[src/usb_function_control_pkg.sv]
package usb_function_control_pkg;

	// ------------------------------------------------------------
	// Register map
	// ------------------------------------------------------------
	localparam int           ADDR_W          = 4;
	localparam logic [3:0]   LINK_CTRL_OFS   = 4'h0;
	localparam logic [3:0]   ID_SELECT_OFS   = 4'h1;
	localparam logic [3:0]   AUX_CTRL_OFS    = 4'h2;
	localparam logic [3:0]   CPU_CONFIG_OFS  = 4'h3;
	localparam logic [3:0]   RESET_STAT_OFS  = 4'h4;

	// ------------------------------------------------------------
	// Link control fields
	// ------------------------------------------------------------
	localparam int DIR_BIT     = 0;
	localparam int SETUP_BIT   = 1;
	localparam int POWER_BIT   = 2;
	localparam int WAKEEN_BIT  = 3;
	localparam int GATE_BIT    = 4;
	localparam int WAKEREQ_BIT = 5;
	localparam int RSV_BIT     = 6;
	localparam int ATTACH_BIT  = 7;
	localparam int PORTRST_BIT = 0;

	// ------------------------------------------------------------
	// Reset values and timing
	// ------------------------------------------------------------
	localparam logic [7:0] REG_RESET      = 8'h00;
	localparam logic       GATE_RESET_DEF = 1'b0;
	localparam int         WAKE_PULSE_NS  = 1000;
	localparam int         CLK_PERIOD_NS  = 40;
	localparam int         WAKE_CYCLES    = WAKE_PULSE_NS / CLK_PERIOD_NS;

endpackage : usb_function_control_pkg

[src/por_only_reg.sv]
`timescale 1ns/1ps
// Byte register loaded with RESET_VAL by the power-up reset only.
module por_only_reg #(
	parameter logic [7:0] RESET_VAL = 8'h00
) (
	// Clock and power-up reset
	input  wire logic       clk,
	input  wire logic       rst,
	// Write port
	input  wire logic       wrEn,
	input  wire logic [7:0] wrMask,
	input  wire logic [7:0] wrData,
	// Contents
	output logic      [7:0] value
);

	logic [7:0] value_q;
	logic [7:0] value_d;

	assign value_d = wrEn ? ((value_q & ~wrMask) | (wrData & wrMask))
	                      : value_q;
	assign value   = value_q;

	always_ff @(posedge clk or posedge rst) begin
		if (rst) begin
			value_q <= RESET_VAL;
		end else begin
			value_q <= value_d;
		end
	end

endmodule : por_only_reg

[src/wake_pulse_gen.sv]
`timescale 1ns/1ps
// Fixed-length wake-up pulse; a request while busy is ignored.
module wake_pulse_gen #(
	parameter int CYCLES = usb_function_control_pkg::WAKE_CYCLES
) (
	// Clock and reset
	input  wire logic clk,
	input  wire logic rst,
	// Request and pulse
	input  wire logic start,
	output logic      pulse
);

	localparam int CW = $clog2(CYCLES + 1);

	logic [CW-1:0] count_q;
	logic [CW-1:0] count_d;

	assign count_d = (start && count_q == '0) ? CW'(CYCLES)
	               : (count_q != '0) ? count_q - CW'(1) : count_q;
	assign pulse   = (count_q != '0);

	always_ff @(posedge clk or posedge rst) begin
		if (rst) begin
			count_q <= '0;
		end else begin
			count_q <= count_d;
		end
	end

endmodule : wake_pulse_gen

[src/usb_function_control.sv]
`timescale 1ns/1ps
// What this block does
// - Link control register clears only on power-up reset, not function reset.
// - Bit 0 sets data-stage direction: 0 OUT, 1 IN.
// - Bit 1 is firmware flag marking SETUP interrupt service.
// - Bit 2 read-only power source: 0 bus, 1 self powered.
// - Bit 3 holds remote wake-up enable written by firmware.
// - Bit 4 gates the USB function reset into internal reset.
// - Power-up value of gate bit is a build parameter, GATE_RESET.
// - Writing 1 to bit 5 starts wake pulse; bit self-clears; 0 ignored.
// - Bit 7 drives pullup pin high when set, low when clear.
// - Select status bits 3..0 show live pins; bits 7..4 read zero.
// - Selects 0,1 share port 3 bits 0,1; selects 2,3 dedicated.
// - Internal reset comes from power-up reset or gated function reset.
// - Internal reset clears only the port-reset flag; every other register resets on power-up reset alone.
// - CPU configuration register clears only on power-up reset.
// - Host port reset raises function reset; port-reset flag records it when gate bit 4 is clear.
module usb_function_control #(
	parameter logic GATE_RESET = usb_function_control_pkg::GATE_RESET_DEF,
	parameter int   WAKE_LEN   = usb_function_control_pkg::WAKE_CYCLES
) (
	// Clock and power-up reset
	input  wire logic       clk,
	input  wire logic       rst,
	// Register port
	input  wire logic [3:0] addr,
	input  wire logic [7:0] wrData,
	input  wire logic       wrStb,
	input  wire logic       rdStb,
	output logic      [7:0] rdData,
	// Upstream link
	input  wire logic       hostPortReset,
	output logic            pullupDrivePin,
	output logic            wakePulse,
	// Board straps and pins
	input  wire logic       selfPowered,
	input  wire logic [1:0] port3Pins,
	input  wire logic [1:0] selectPins,
	// Reset network
	output logic            internalReset
);

	// ------------------------------------------------------------
	// Address decode
	// ------------------------------------------------------------
	function automatic logic hit(input logic [3:0] a, input logic [3:0] o);
		return a == o;
	endfunction : hit

	wire linkWr = wrStb && hit(addr, usb_function_control_pkg::LINK_CTRL_OFS);
	wire auxWr  = wrStb && hit(addr, usb_function_control_pkg::AUX_CTRL_OFS);
	wire cfgWr  = wrStb && hit(addr, usb_function_control_pkg::CPU_CONFIG_OFS);
	wire rstWr  = wrStb && hit(addr, usb_function_control_pkg::RESET_STAT_OFS);

	// ------------------------------------------------------------
	// Power-up-only registers
	// ------------------------------------------------------------
	logic [7:0] linkCtrl;
	logic [7:0] auxCtrl;
	logic [7:0] cpuCfg;
	logic       wakeBusy;

	// Writable link bits; read-only and self-clearing bits are masked out.
	localparam logic [7:0] LINK_WR_MASK = 8'h9b;
	localparam logic [7:0] LINK_RESET   = {3'h0, GATE_RESET, 4'h0};

	por_only_reg #(
		.RESET_VAL (LINK_RESET)
	) u_link (
		.clk    (clk),
		.rst    (rst),
		.wrEn   (linkWr),
		.wrMask (LINK_WR_MASK),
		.wrData (wrData),
		.value  (linkCtrl)
	);

	por_only_reg #(
		.RESET_VAL (usb_function_control_pkg::REG_RESET)
	) u_aux (
		.clk    (clk),
		.rst    (rst),
		.wrEn   (auxWr),
		.wrMask (8'hff),
		.wrData (wrData),
		.value  (auxCtrl)
	);

	por_only_reg #(
		.RESET_VAL (usb_function_control_pkg::REG_RESET)
	) u_cfg (
		.clk    (clk),
		.rst    (rst),
		.wrEn   (cfgWr),
		.wrMask (8'hff),
		.wrData (wrData),
		.value  (cpuCfg)
	);

	// ------------------------------------------------------------
	// Reset network
	// ------------------------------------------------------------
	// gate function reset
	assign internalReset = rst ||
		(hostPortReset && linkCtrl[usb_function_control_pkg::GATE_BIT]);

	// cleared by internal reset
	// The flag survives a gated function reset only when the gate is off,
	// so firmware can still see a port reset it chose not to act on.
	logic portRstFlag_q;
	logic portRstFlag_d;
	assign portRstFlag_d = hostPortReset ? 1'b1
		: (rstWr && wrData[usb_function_control_pkg::PORTRST_BIT]) ? 1'b0
		: portRstFlag_q;

	always_ff @(posedge clk or posedge internalReset) begin
		if (internalReset) begin
			portRstFlag_q <= 1'b0;
		end else begin
			portRstFlag_q <= portRstFlag_d;
		end
	end

	// ------------------------------------------------------------
	// Remote wake-up
	// ------------------------------------------------------------
	// write one starts pulse
	wire wakeStart = linkWr && wrData[usb_function_control_pkg::WAKEREQ_BIT];

	wake_pulse_gen #(
		.CYCLES (WAKE_LEN)
	) u_wake (
		.clk   (clk),
		.rst   (rst),
		.start (wakeStart),
		.pulse (wakeBusy)
	);

	assign wakePulse = wakeBusy;

	// ------------------------------------------------------------
	// Pins and read-back
	// ------------------------------------------------------------
	// pullup follows attach bit
	assign pullupDrivePin = linkCtrl[usb_function_control_pkg::ATTACH_BIT];

	wire [7:0] linkView = {linkCtrl[7], 1'b0, wakeBusy, linkCtrl[4:3],
	                       selfPowered, linkCtrl[1:0]};

	wire [7:0] selView = {4'h0, selectPins, port3Pins};

	wire [7:0] rdMux =
		hit(addr, usb_function_control_pkg::LINK_CTRL_OFS)  ? linkView :
		hit(addr, usb_function_control_pkg::ID_SELECT_OFS)  ? selView  :
		hit(addr, usb_function_control_pkg::AUX_CTRL_OFS)   ? auxCtrl  :
		hit(addr, usb_function_control_pkg::CPU_CONFIG_OFS) ? cpuCfg   :
		hit(addr, usb_function_control_pkg::RESET_STAT_OFS) ?
			{7'h0, portRstFlag_q} : 8'h00;

	logic [7:0] rdData_q;
	always_ff @(posedge clk or posedge rst) begin
		if (rst) begin
			rdData_q <= 8'h00;
		end else begin
			rdData_q <= rdStb ? rdMux : 8'h00;
		end
	end
	assign rdData = rdData_q;

endmodule : usb_function_control

[config.mk]
export PLATFORM = sky130hd
export DESIGN_NAME = usb_function_control
export DESIGN_NICKNAME = d
export VERILOG_FILES = /design/src/usb_function_control_pkg.sv /design/src/por_only_reg.sv /design/src/wake_pulse_gen.sv /design/src/usb_function_control.sv
export SDC_FILE = /design/constraint.sdc
export NUM_CORES = 1
export LEC_CHECK = 0
export BUFFER_PORTS_ARGS = -buffer_cell sky130_fd_sc_hd__buf_2
export CAP_MARGIN = 10
export CORE_MARGIN = 2
export CORE_UTILIZATION = 50
export CTS_CLUSTER_SIZE = 10
export DETAILED_ROUTE_END_ITERATION = 8
export HOLD_SLACK_MARGIN = 0.12
export PLACE_DENSITY = 0.79
export SLEW_MARGIN = 40
export SYNTH_ARGS = -nofsm -noshare
export SYNTH_HDL_FRONTEND = slang
export SYNTH_SLANG_ARGS = --single-unit
[constraint.sdc]
create_clock -name clk -period 4.4 [get_ports clk]
set_input_delay 0.88 -clock clk [delete_from_list [all_inputs] [get_ports clk]]
set_output_delay 0.88 -clock clk [all_outputs]
set_load 0.01 [all_outputs]
**After elaboration in Yosys (flattened, before gate mapping)**

Cells that the tools add are included.

- Output and inout bits: 11
- Register bits after elaboration: 38
- Word-level logic and storage cells: 36

- Reduce and logical (&&, ||, !) cells: 14
- Bitwise operators: 1
- Equal/unequal tests: 4
- Multiplexer cells: 10
- Add/subtract/negate cells: 1

Operators by type and width:

| cell | count |
|---|---|
| 8-bit 2-to-1 mux | 5 |
| 5-bit 2-to-1 mux | 2 |
| 4-bit by 2-bit equality test with 1-bit output, second input constant | 2 |
| 1-bit logical AND | 8 |
| 7-bit by 8-bit OR with 8-bit output | 1 |
| 5-bit zero test | 1 |
| 5-bit nonzero test | 1 |
| 5-bit by 1-bit subtractor with 5-bit output, second input constant | 1 |
| 4-bit by 1-bit equality test with 1-bit output, second input constant | 1 |
| 4-bit by 3-bit equality test with 1-bit output, second input constant | 1 |
| 4-bit zero test | 1 |
| 2-bit nonzero test | 2 |
| 1-bit 2-to-1 mux | 3 |
| 1-bit logical OR | 1 |

**Logic depth before layout (Yosys ltp)**

- Depth in word-level cells: 7
- Gate-level depth with buffers: 6
- Depth with buffers taken out: 5

**By module**

A second synthesis with hierarchy kept.

- Cells, all modules: 160
- Area total of the unflattened synthesis: 1934.4 um^2

By module, submodules not included:

| module | area each (um^2) | instances | cells an instance |
|---|---|---|---|
| por_only_reg | 365.4 | 3 | 26 |
| usb_function_control | 586.8 | 1 | 57 |
| wake_pulse_gen | 251.5 | 1 | 25 |

**Worst setup path after synthesis**

No wires, ideal clock.

- Kind: register to output
- Start point: register u_wake.count_q[0]
- End point: output wakePulse
- Arrival: 1239 ps
- Setup slack: 2281 ps
- Cell stages (with the launch flop): 5
- Path through: dfrtp_1 inv_1 ha_1 or4b_1 buf_6

- Longest elaborated chain between the ends: 1

RTL lines:

| what | RTL line | RTL |
|---|---|---|
| start, declared | wake_pulse_gen.sv:16 | `logic [CW-1:0] count_q;` |
| start signal, assigned | wake_pulse_gen.sv:27 | `count_q <= count_d;` |
| 5-bit nonzero test | wake_pulse_gen.sv:21 | `assign pulse = (count_q != '0);` |
| end, declared | usb_function_control.sv:34 | `output logic wakePulse,` |

No other way between the ends.

**Worst setup path in the final report**

Same ends and word-level chain as after synthesis.

==> metrics.yaml <==
grt:
  grt_usage_pct: 19.1
  grt_pass1_wl_um: 4970
  first_global_vias: 1091
  grt_antenna_before_repair: 0
  grt_overflow: 0
  grt_start_max_net_pins: 35
setup_path:
  r2r-start: "u_wake.count_q[0]"
  startpoint: "u_wake.count_q[0]"
  critPathSlowestCell: "or4b_1"
  crit_family: "simple AND/OR/NAND/NOR gates"
  crit_path_start_kind: "flop"
  reg2reg_slack_ps: 2620
  slowest_delay_ps: 620
  critPathBufInv: 2
  worstSetupPathType: "flop to output port"
  endpoint_kind: "output port"
  critPathArrivalTime_ps: 1900
  critPathRequiredTime_ps: 3520
  path_cells: "inv_1 > ha_1 > or4b_1 > buf_2"
  critPathMaxFanout: 10
sta:
  finalHoldViolations: 0
  rsz0062_at_grt: "false"
  holdWs_ps: 240
  fin_skew_ps: 7.72
  fmax_ghz: 0.359
  maxSlewHeadroom_pct: 62.4
  final-setup-viol-count: 0
  slew_violations: 0
  tightest_slew_ps: 560
  finalSetupTns_ps: 0
  post-route-min-period_ps: 2780
  finalCritPeriodShare_pct: 63.3
synth:
  syn_area_um2: 1640
  synth-edff-count: 0
  synth.most_common_cell: "dfrtp_1"
  ys_seq_elements: 35
  synth.distinct_cells: 35
  ys_dominant_reg_cell: "dfrtp_1"
  synthTopCellsByCount: "35 x dfrtp_1, 24 x mux2_2, 8 x mux2i_1, 7 x nor2_1, 6 x inv_1"
  synth_area_leaders: "dfrtp_1 54%, mux2_2 17%, mux2i_1 4.9%, a22o_1 2.1%, nor2_1 1.6%"
  synth_nets: 150
  synth_top_area_share_pct: 53.5
  syn_avg_cell_area_um2: 12.9
  synth-async-reset-ratio_pct: 100
  synth_top_area_cell: "dfrtp_1"
  yosys_warnings: 0
  synth_cells: 127
  yosysSeqAreaShare_pct: 53.5
clock_network:
  cts-resized-gates: 0
  clock_latency_ps: 340
  clockRootBuffer: "clkbuf_4"
  cts.sinks: 35
  cts.reportedPaths.clkPinSlew_ps: 110
  htree_levels: 2
  ctsLongestPathBuffers: 2
  cts_tree: "built"
  post-cts-setup-buffers: 0
  cts_hold_buf: 0
  numCtsBuffers: 5
drt:
  drcViolationCount: 0
  routedWlPerCell_um: 15.0
  vias_per_cell: 5.50
  drtAntennaViolNets: 0
  drt_iter0_drc: 59
  dr.pass1.iters: 4
  num_vias: 1128
  wl_um: 3080
outcome:
  outcome: "completed"
floorplan:
  io-pin-count: 33
  die_w_um: 61.2
  die_height_um: 61.2
  num_rows: 20
  initial_utilization_pct: 53.2
  die_area_um2: 3750
  core_area_um2: 3080
placement:
  hpwl_um: 2160
  io_buffer_count: 32
  gp_congestion: 0.820
finish:
  area_delta_synth_final_pct: 15.3
  drive_above_1_share_pct: 44.1
  postLayoutCoreUtil_pct: 61.3
  fillers: 249
  antenna_cells: 0
  layout.nets: 183
power:
  p_per_area_nw_per_um2: 463
  peakVddDrop_mv: 0.264
  p_leak_uw: 0.000912
flow_run:
  drv_cap: 0
min_path:
  hp-class: "flop to async pin"
cell families (layout without fill, tap and decap cells):
| family | count (synthesis) | after routing | share of synthesized area, % |
|---|---|---|---|
| adders and majority gates | 1 | 1 | 0.764 |
| and+or+nand+nor | 28 | 28 | 11.2 |
| AOI/OAI and AO/OA | 18 | 18 | 8.49 |
| muxes | 32 | 32 | 21.4 |
| buffers and inverters | 13 | 47 | 4.66 |
| DFF | 35 | 35 | 53.5 |
sequential cells by signal (all words and copies together) (netlist names):
name            flops
u_link.value        5
u_cfg.value         8
portRstFlag_q       1
u_wake.count_q      5
rdData              8
u_aux.value         8
routing by layer:
metal	GRT usage [%]	vias to the layer above	wire length, um
met5	0	-	0
met4	12.4	0	97
met3	4.41	9	120
met2	32.1	30	1600
met1	21.7	565	1260
li1	-	524	-
cells in the final DEF, fill, tap and decap left out, drive strengths merged, types with 3 or more instances in the layout:
master / count
dfrtp: 35
buf: 33
mux2: 24
mux2i: 8
nor2: 8
inv: 6
clkbuf: 5
a22o: 4
nand2: 3
a21oi: 3
a22oi: 3
nor3b: 3
through the flow:
stage                     total power [uW]  instance area [um^2]  std cells  worst slack, ps
after detailed placement               650                  1810        197             1990
after floorplan                        594                  1640        127             2280
after global placement                 628                  1810        197             2080
after global routing                   924                  1890        205             1510
after CTS                              878                  1890        205             1600
final                                  873                  1890        205             1620
final cells by class:
| class | instances | area [um^2] | share of cell area, % |
|---|---|---|---|
| flip-flops and latches | 35 | 876 | 46.4 |
| multi-input cells | 79 | 684 | 36.3 |
| repair buffers | 33 | 168 | 8.89 |
| well taps | 44 | 55.1 | 2.92 |
| clock inverters | 3 | 43.8 | 2.32 |
| clock buffers | 5 | 37.5 | 1.99 |
| inverters | 6 | 22.5 | 1.19 |
report_power, final:
group	switching, uW	internal [uW]	leakage (uW)
clock network	111	119	0.0000452
registers	50.0	393	0.000438
logic	91.9	108	0.000429
worst paths after layout:
path                                           to  depth (start not counted)
max in group asynchronous               rdData[5]                          3
worst min-delay path                portRstFlag_q                          1
worst max-delay path                    wakePulse                          4
min in group clk                    portRstFlag_q                          1
worst min register to register      portRstFlag_q                          1
worst max register to register  u_wake.count_q[0]                          5
No activity file was read; power rests on OpenSTA's default activity.
